$ cat config.mk
export PLATFORM = sky130hd
export DESIGN_NAME = rcim_top
export DESIGN_NICKNAME = d
export VERILOG_FILES = /design/src/rcim_event_latch.v /design/src/rcim_top.v
export VERILOG_INCLUDE_DIRS = /design/src /design/src/src
export SDC_FILE = /design/constraint.sdc
export NUM_CORES = 1
export LEC_CHECK = 0
export ABC_AREA = 1
export BUFFER_PORTS_ARGS = -buffer_cell sky130_fd_sc_hd__buf_2
export CAP_MARGIN = 30
export CORE_MARGIN = 2
export CORE_UTILIZATION = 45
export CTS_CLUSTER_SIZE = 16
export DETAILED_ROUTE_END_ITERATION = 10
export GPL_TIMING_DRIVEN = 0
export PLACE_DENSITY = 0.75
export SLEW_MARGIN = 0
export SYNTH_ARGS = -nofsm -noshare
export SYNTH_HDL_FRONTEND = slang
export SYNTH_SLANG_ARGS = --single-unit
$ cat constraint.sdc
create_clock -name ref_clk -period 1.1 [get_ports ref_clk]
set_clock_uncertainty 0.05 [all_clocks]
set_input_delay 0.275 -clock ref_clk [delete_from_list [all_inputs] [get_ports ref_clk]]
set_output_delay 0.275 -clock ref_clk [all_outputs]
set_load 0.005 [all_outputs]
$ cat src/rcim_defs.vh
// Purpose: Offsets, field positions and reset values of the receive-cell interrupt block
// Assumes: 8-bit microprocessor register port, byte offsets as printed
// Notes: Definitions only
`ifndef RCIM_DEFS_VH
`define RCIM_DEFS_VH

`define RCIM_ADDR_W 8
`define RCIM_OFF_RX_CELL_IRQ_MASK 8'h39
`define RCIM_OFF_TOP_IRQ_SUMMARY 8'h3c
`define RCIM_OFF_RX_CELL_EVENT 8'h41
`define RCIM_MASK_RESET 8'hef
`define RCIM_MASK_RSVD_BIT 4
`define RCIM_BIT_SECTION 7
`define RCIM_BIT_LINE 6
`define RCIM_BIT_PATH 5
`define RCIM_BIT_TICK 4
`define RCIM_BIT_RX_CELL 1
`define RCIM_SUMEN_RX_CELL_BIT 1
`define RCIM_GEN_PIN_EN_BIT 6

`endif

$ cat src/rcim_event_latch.v
// Purpose: Eight single-event indication latches with read-to-clear
// Assumes: Sources are on ref_clk already
// Notes: A new event in the clear cycle survives the clear
`timescale 1ns/10ps

module rcim_event_latch (
    ref_clk,
    reset_n,
    status_in,
    source_enable,
    read_clear,
    event_reg
);
    input wire ref_clk;
    input wire reset_n;
    input wire [7:0] status_in;
    input wire [7:0] source_enable;
    input wire read_clear;
    output reg [7:0] event_reg;

    reg [7:0] status_prev_reg;
    wire [7:0] rise;

    assign rise = status_in & ~status_prev_reg & source_enable;

    always @(posedge ref_clk) begin
        if (!reset_n) begin
            status_prev_reg <= 8'h00;
            event_reg <= 8'h00;
        end else begin
            status_prev_reg <= status_in;
            // Set wins over the read clear [RL17]
            event_reg <= (read_clear ? 8'h00 : event_reg) | rise;
        end
    end
endmodule // rcim_event_latch

$ cat src/rcim_top.v
// Purpose: Receive-cell interrupt mask, top summary register and interrupt pin
// Assumes: Registers reached by a single-cycle read/write strobe port on ref_clk
// Notes: Section, line and path events come in as pending levels
//
// Functional notes
// RL1: Pin needs summary enable and global pin enable
// RL2: Mask bit 7 gates delineation loss
// RL3: Mask bit 6 gates header error detected
// RL4: Mask bit 5 gates header error corrected
// RL5: Reserved mask bit 4, summary bit 3 zero
// RL6: Mask bit 3 gates cell received
// RL7: Mask bit 2 gates idle cell received
// RL8: Mask bit 1 gates mismatched cell
// RL9: Mask bit 0 gates nonzero flow field
// RL10: Summary bit 7 shows section events pending
// RL11: Summary bit 6 shows line events pending
// RL12: Summary bit 5 shows path events pending
// RL13: Each second pulse rising edge sets bit 4
// RL14: Summary read clears the second tick flag
// RL15: Summary bit 1 shows receive-cell events pending
// RL16: Other summary bits clear only at source
// RL17: Single events latch on rise, read clears
// RL18: Pin low while any enabled event pends
`timescale 1ns/10ps
`include "rcim_defs.vh"

module rcim_top (
    ref_clk,
    reset_n,
    reg_addr,
    reg_wr,
    reg_rd,
    reg_wdata,
    reg_rdata,
    section_pending,
    line_pending,
    path_pending,
    rx_cell_status,
    rx_cell_source_enable,
    rx_cell_summary_enable,
    global_irq_pin_enable,
    second_pulse_input,
    irq_out_n
);
    input wire ref_clk;
    input wire reset_n;
    input wire [7:0] reg_addr;
    input wire reg_wr;
    input wire reg_rd;
    input wire [7:0] reg_wdata;
    output reg [7:0] reg_rdata;
    input wire section_pending;
    input wire line_pending;
    input wire path_pending;
    input wire [7:0] rx_cell_status;
    input wire [7:0] rx_cell_source_enable;
    input wire rx_cell_summary_enable;
    input wire global_irq_pin_enable;
    input wire second_pulse_input;
    output reg irq_out_n;

    ////////////////////////////////////////////////////////////////////////////
    // Registers and decode
    reg [7:0] rx_cell_irq_mask_reg;
    reg second_tick_flag_reg;
    reg [2:0] pulse_sync_reg;
    wire [7:0] rx_cell_event;
    wire [7:0] summary_value;
    wire wr_mask;
    wire rd_summary;
    wire rd_cell;
    wire tick_rise;
    wire cell_irq;

    assign wr_mask = reg_wr && (reg_addr == `RCIM_OFF_RX_CELL_IRQ_MASK);
    assign rd_summary = reg_rd && (reg_addr == `RCIM_OFF_TOP_IRQ_SUMMARY);
    assign rd_cell = reg_rd && (reg_addr == `RCIM_OFF_RX_CELL_EVENT);

    ////////////////////////////////////////////////////////////////////////////
    // Receive-cell indications, bit order matches the mask layout
    rcim_event_latch u_cell_events (
        .ref_clk(ref_clk),
        .reset_n(reset_n),
        .status_in(rx_cell_status),
        .source_enable(rx_cell_source_enable),
        .read_clear(rd_cell),
        .event_reg(rx_cell_event)
    ); // [RL17]

    ////////////////////////////////////////////////////////////////////////////
    // Mask register; reserved bit forced low so stray writes cannot set it
    always @(posedge ref_clk) begin
        if (!reset_n) begin
            rx_cell_irq_mask_reg <= `RCIM_MASK_RESET;
        end else if (wr_mask) begin
            rx_cell_irq_mask_reg <= reg_wdata & ~(8'h01 << `RCIM_MASK_RSVD_BIT); // [RL5]
        end
    end

    ////////////////////////////////////////////////////////////////////////////
    // One-second pulse: two-flop sync, then edge detect on later stages
    assign tick_rise = pulse_sync_reg[1] & ~pulse_sync_reg[2];

    always @(posedge ref_clk) begin
        if (!reset_n) begin
            pulse_sync_reg <= 3'h0;
            second_tick_flag_reg <= 1'b0;
        end else begin
            pulse_sync_reg <= {pulse_sync_reg[1:0], second_pulse_input};
            // Edge in the read cycle is kept for the next read [RL13] [RL14]
            second_tick_flag_reg <= tick_rise | (second_tick_flag_reg & ~rd_summary);
        end
    end

    ////////////////////////////////////////////////////////////////////////////
    // Summary value: bits other than the tick flag follow their sources, not cleared by this read [RL16]
    assign summary_value = {section_pending,             // [RL10]
                            line_pending,                // [RL11]
                            path_pending,                // [RL12]
                            second_tick_flag_reg,        // [RL13]
                            1'b0,                        // [RL5]
                            1'b0,
                            |rx_cell_event,              // [RL15]
                            1'b0};

    // Read data registered; answer one cycle after the strobe
    always @(posedge ref_clk) begin
        if (!reset_n) begin
            reg_rdata <= 8'h00;
        end else if (reg_rd) begin
            case (reg_addr)
                `RCIM_OFF_RX_CELL_IRQ_MASK: reg_rdata <= rx_cell_irq_mask_reg;
                `RCIM_OFF_TOP_IRQ_SUMMARY: reg_rdata <= summary_value;
                `RCIM_OFF_RX_CELL_EVENT: reg_rdata <= rx_cell_event;
                default: reg_rdata <= 8'h00;
            endcase
        end
    end

    ////////////////////////////////////////////////////////////////////////////
    // Interrupt pin; bit 4 of the mask is always zero so it gates nothing
    // [RL2] [RL3] [RL4] [RL6] [RL7] [RL8] [RL9]
    assign cell_irq = |(rx_cell_event & rx_cell_irq_mask_reg);

    always @(posedge ref_clk) begin
        if (!reset_n) begin
            irq_out_n <= 1'b1;
        end else begin
            irq_out_n <= ~(cell_irq & rx_cell_summary_enable & global_irq_pin_enable); // [RL1] [RL18]
        end
    end
endmodule // rcim_top

# [After elaboration in Yosys (flattened, before gate mapping)]
# Cells that the tools add are included.
[op_classes] n_eq_ne=3 n_reduce_logical=5 n_mux=2 bitwise_logic=13
[op_table] operator="$and A8 B8 Y8" count=3
[op_table] operator="$pmux W8 S3" count=1
[op_table] operator="$eq A8 B6 Y1 const B" count=2
[op_table] operator="$reduce_or A8 Y1" count=2
[op_table] operator="$eq A8 B7 Y1 const B" count=1
[op_table] operator="$mux W8" count=1
[op_table] operator="$not A8 Y8" count=1
[op_table] operator="$or A8 B8 Y8" count=1
[op_table] operator="$and A1 B1 Y1" count=4
[op_table] operator="$logic_and A1 B1 Y1" count=3
[op_table] operator="$not A1 Y1" count=3
[op_table] operator="$or A1 B1 Y1" count=1
[word_totals] word_cells=30 out_inout_bits=9 inputBits=42 ff_bits=36

# [Longest topological paths before layout]
[logic_depth] ltp_word=5 depth_mapped=8 ltp_nobuf=8

# [Modules after synthesis]
# From an unflattened synthesis, not the netlist that was laid out.
[unflattened] hier_cells=229 area_unflattened_um2=1616.6
[modules_own_cells] module="rcim_top" area_per_inst_um2=1046.0 n_inst=1 cells_per_inst=161 seq_area_each_um2=400.4
[modules_own_cells] module="rcim_event_latch" area_per_inst_um2=570.5 n_inst=1 cells_per_inst=68 seq_area_each_um2=320.3

# [Worst setup path before layout]
# No wires, ideal clock.
[synth_timing] path_type="in2reg" from="input port reg_addr[2]" to="register rx_cell_irq_mask_reg[0]" arrival_ps=884 n_path_buf=0 setup_ps=123 stages=6 t_required_ps=927 slack_ps=43 cell_sequence="inv_1 -> nand2_1 -> nor2_8 -> nand3_4 -> nand2_1 -> nand3_1"
[synth_via] elab_chain_len=2
[synth_lines] element="start: declaration" line_no="rcim_top.v:47" rtl="input wire [7:0] reg_addr;"
[synth_lines] element="$eq A8 B6 Y1"
[synth_lines] element="$logic_and A1 B1 Y1" line_no="rcim_top.v:75" rtl="assign wr_mask = reg_wr && (reg_addr == `RCIM_OFF_RX_CELL_IRQ_MASK);"
[synth_lines] element="end signal: assignment" line_no="rcim_top.v:94" rtl="rx_cell_irq_mask_reg <= `RCIM_MASK_RESET;"
[synth_lines] element="end signal: assignment" line_no="rcim_top.v:96" rtl="rx_cell_irq_mask_reg <= reg_wdata & ~(8'h01 << `RCIM_MASK_RSVD_BIT);"
[synth_lines] element="end: declaration" line_no="rcim_top.v:64" rtl="reg [7:0] rx_cell_irq_mask_reg;"
# No other way between the ends.
# A chain may end at the register's enable or synchronous reset.

# [Worst setup path after layout]
[layout_timing] from="register reg_rdata[4]" to="output port reg_rdata[4]"
[layout_lines] element="start: declaration" line_no="rcim_top.v:51" rtl="output reg [7:0] reg_rdata;"
[layout_lines] element="start signal: assignment" line_no="rcim_top.v:132" rtl="`RCIM_OFF_RX_CELL_IRQ_MASK: reg_rdata <= rx_cell_irq_mask_reg;"
[layout_lines] element="start signal: assignment" line_no="rcim_top.v:133" rtl="`RCIM_OFF_TOP_IRQ_SUMMARY: reg_rdata <= summary_value;"
[layout_lines] element="start signal: assignment" line_no="rcim_top.v:134" rtl="`RCIM_OFF_RX_CELL_EVENT: reg_rdata <= rx_cell_event;"
# No word-level cell between the ends.

==> impl_metrics.ini <==
[run_status]
outcome = finished, final reports clean

[global_routing]
grt_pass1_wl_mm = 5.62
grt_max_degree = 11
grt_pass1_vias = 1395
overflow = 0
grt_use_total = 0.175
antenna_found_initial = 0

[layout]
final_nets = 316
fin_util = 0.589
syn2layout_area_growth_pct = 23.7
antennaDiodeCount = 0
mostFrequentLayoutCells = nand2_1 (72), buf_2 (49), nand3_1 (35), inv_1 (29), dfxtp_1 (23)
drive_above_1_share = 0.314
fillers = 332
final_common_cell = nand2_1

[floorplan]
dieArea_um2 = 4110
io_pins = 51
die_width_um = 64.1
die_y_um = 64.1
coreArea_um2 = 3420
start_util = 0.476
num_rows = 21

[synthesis]
ys_seq_area_frac = 0.443
netlist-cell-type-count = 24
synth_seq_cells = 36
ys_top_cells_by_area = dfxtp_1 (44%), nand2_1 (17%), nand3_1 (11%), inv_1 (6.9%), nor2_8 (3.7%)
yosysWarnings = 0
synth_top_cell_by_area = dfxtp_1
yosys.area.top_type_share = 0.443
syn-num-nets = 261
avgSynthCellArea_um2 = 7.42
netlist_area_um2 = 1630
syn_inst = 219

[clocking]
path_clk_slew_ps = 110
hold_buffers = 0
clk_latency_ps = 340
cts_made_buffers = 5
root_buffer = clkbuf_4
cts_tree = done
clk_path_buf_depth = 2
h-tree-depth = 2
cts_num_sinks = 36
post-cts-setup-buffers = 0

[sta]
worst_slack_ps = 0.879
fin_crit_ps = 1100
setup_viol = 0
finalHoldViolCount = 0
fin_crit_sh = 0.999
worst_slew_pin_slew_ps = 399
slew_violations = 0
slew_headroom = 0.734
rsz0062_at_grt = yes
fmax_mhz = 910

[power_and_ir_drop]
p_total_uw = 2420
power_density_nw_per_um2 = 1200
ir_drop_mv = 1.07
p_leak_uw = 0.00110

[routing]
vias = 1475
viasPerCell = 4.61
routed_wl_mm = 3.19
routedWlPerCell_um = 9.96
routed-wl-met2_mm = 1.47
drt_iter0_markers = 55
drc = 0
top_layer = met4
final_antenna_net_count = 0
drt-met1-wl_mm = 1.47
dr_wl_met3_um = 193
dr.pass1.iters = 4

[worst_setup_path]
crit_slowest_cell = dfxtp_2
required_ps = 770
rr_worst_depth = 8
timing.rr.start = u_cell_events.event_reg[5]
startpoint = reg_rdata[4]
slowest_delay_ps = 330
critPathArrivalTime_ps = 770
criticalPathCategory = flop to output port
endpoint_kind = output port
critical_path_depth = 1
startpoint_type = flop
path_max_fanout = 2
crit_family = flip-flops
r2r-end = reg_rdata[1]
reg2reg_slack_ps = 120
crit_chain = buf_2
crit_buf_inv = 1
critPathCapture = reg_rdata[4]

[flow_run]
maxCapViolCount = 0

[hold_path]
min_path_type = input pin to flop

[placed_design]
pre_cts_ws_ps = -194
port_buffers = 48
dpl.hpwl_mm = 2.50
place.gp.congestion = 0.838
==> synthesized netlist by cell type (all sizes together) <==
| library cell | number |
|---|---|
| o2111ai | 1 |
| clkinv | 1 |
| clkbuf | 1 |
| dfxtp | 36 |
| nor2 | 10 |
| nand4 | 1 |
| nand2 | 76 |
| o21ai | 5 |
| a21oi | 8 |
| nand3 | 37 |
| inv | 31 |
| buf | 4 |
| nand3b | 8 |
==> timing repair <==
action	CTS	global route
gates resized for setup	7	8
endpoints found under the setup margin	9	10
hold endpoints to repair	0	0
cloned	0	0
==> routing by layer <==
layer,vias to the layer above,global-route usage
li1,799,-
met1,632,0.211
met2,39,0.292
met3,5,0.0546
met4,0,0.0638
met5,-,0
==> worst min-delay path by stage <==
| stage | endpoint | slack [ps] | cells past startpoint | startpoint |
|---|---|---|---|---|
| CTS | rx_cell_irq_mask_reg[7] | 70 | 3 | reg_wdata[7] |
| global route | rx_cell_irq_mask_reg[7] | 80 | 3 | reg_wdata[7] |
| detailed placement | second_tick_flag_reg | 370 | 1 | pulse_sync_reg[2] |
| finish | rx_cell_irq_mask_reg[7] | 70 | 3 | reg_wdata[7] |
| global placement | pulse_sync_reg[1] | 350 | 2 | pulse_sync_reg[0] |
| floorplan | irq_out_n | 320 | 1 | global_irq_pin_enable |
==> layout make-up <==
cell class | count | area (µm²) | area share
multi-input combinational | 146 | 751 | 0.373
sequential | 36 | 737 | 0.367
timing repair buffer | 48 | 246 | 0.123
inverter | 32 | 121 | 0.0604
clock buffer | 7 | 65.1 | 0.0324
tap | 46 | 57.6 | 0.0286
buffer | 5 | 32.5 | 0.0162
==> metrics by stage <==
step	std cells	cell area, µm²	setup TNS [ps]	hold slack (ps)
final	320	2010	0	72.7
after global routing	320	2010	-329	77.4
after CTS	320	2000	-82.4	68.2
after detailed placement	313	1920	-4080	370
after global placement	313	1920	-3740	346
after floorplan	219	1630	0	320
==> kinds of logic (layout without fill, tap and decap cells) <==
kind of cell    Yosys count  count (layout)  synth area share
buf+inv                  37              92            0.0947
simple gates            132             132             0.414
flops                    36              36             0.443
compound gates           14              14            0.0477
==> power breakdown <==
group,switching (µW),total [µW],internal [µW]
sequential,27.4,1380,1350
clock,406,769,362
combinational,149,267,118
total,583,2420,1830
Note: power is estimated with default switching activity, not from simulation.
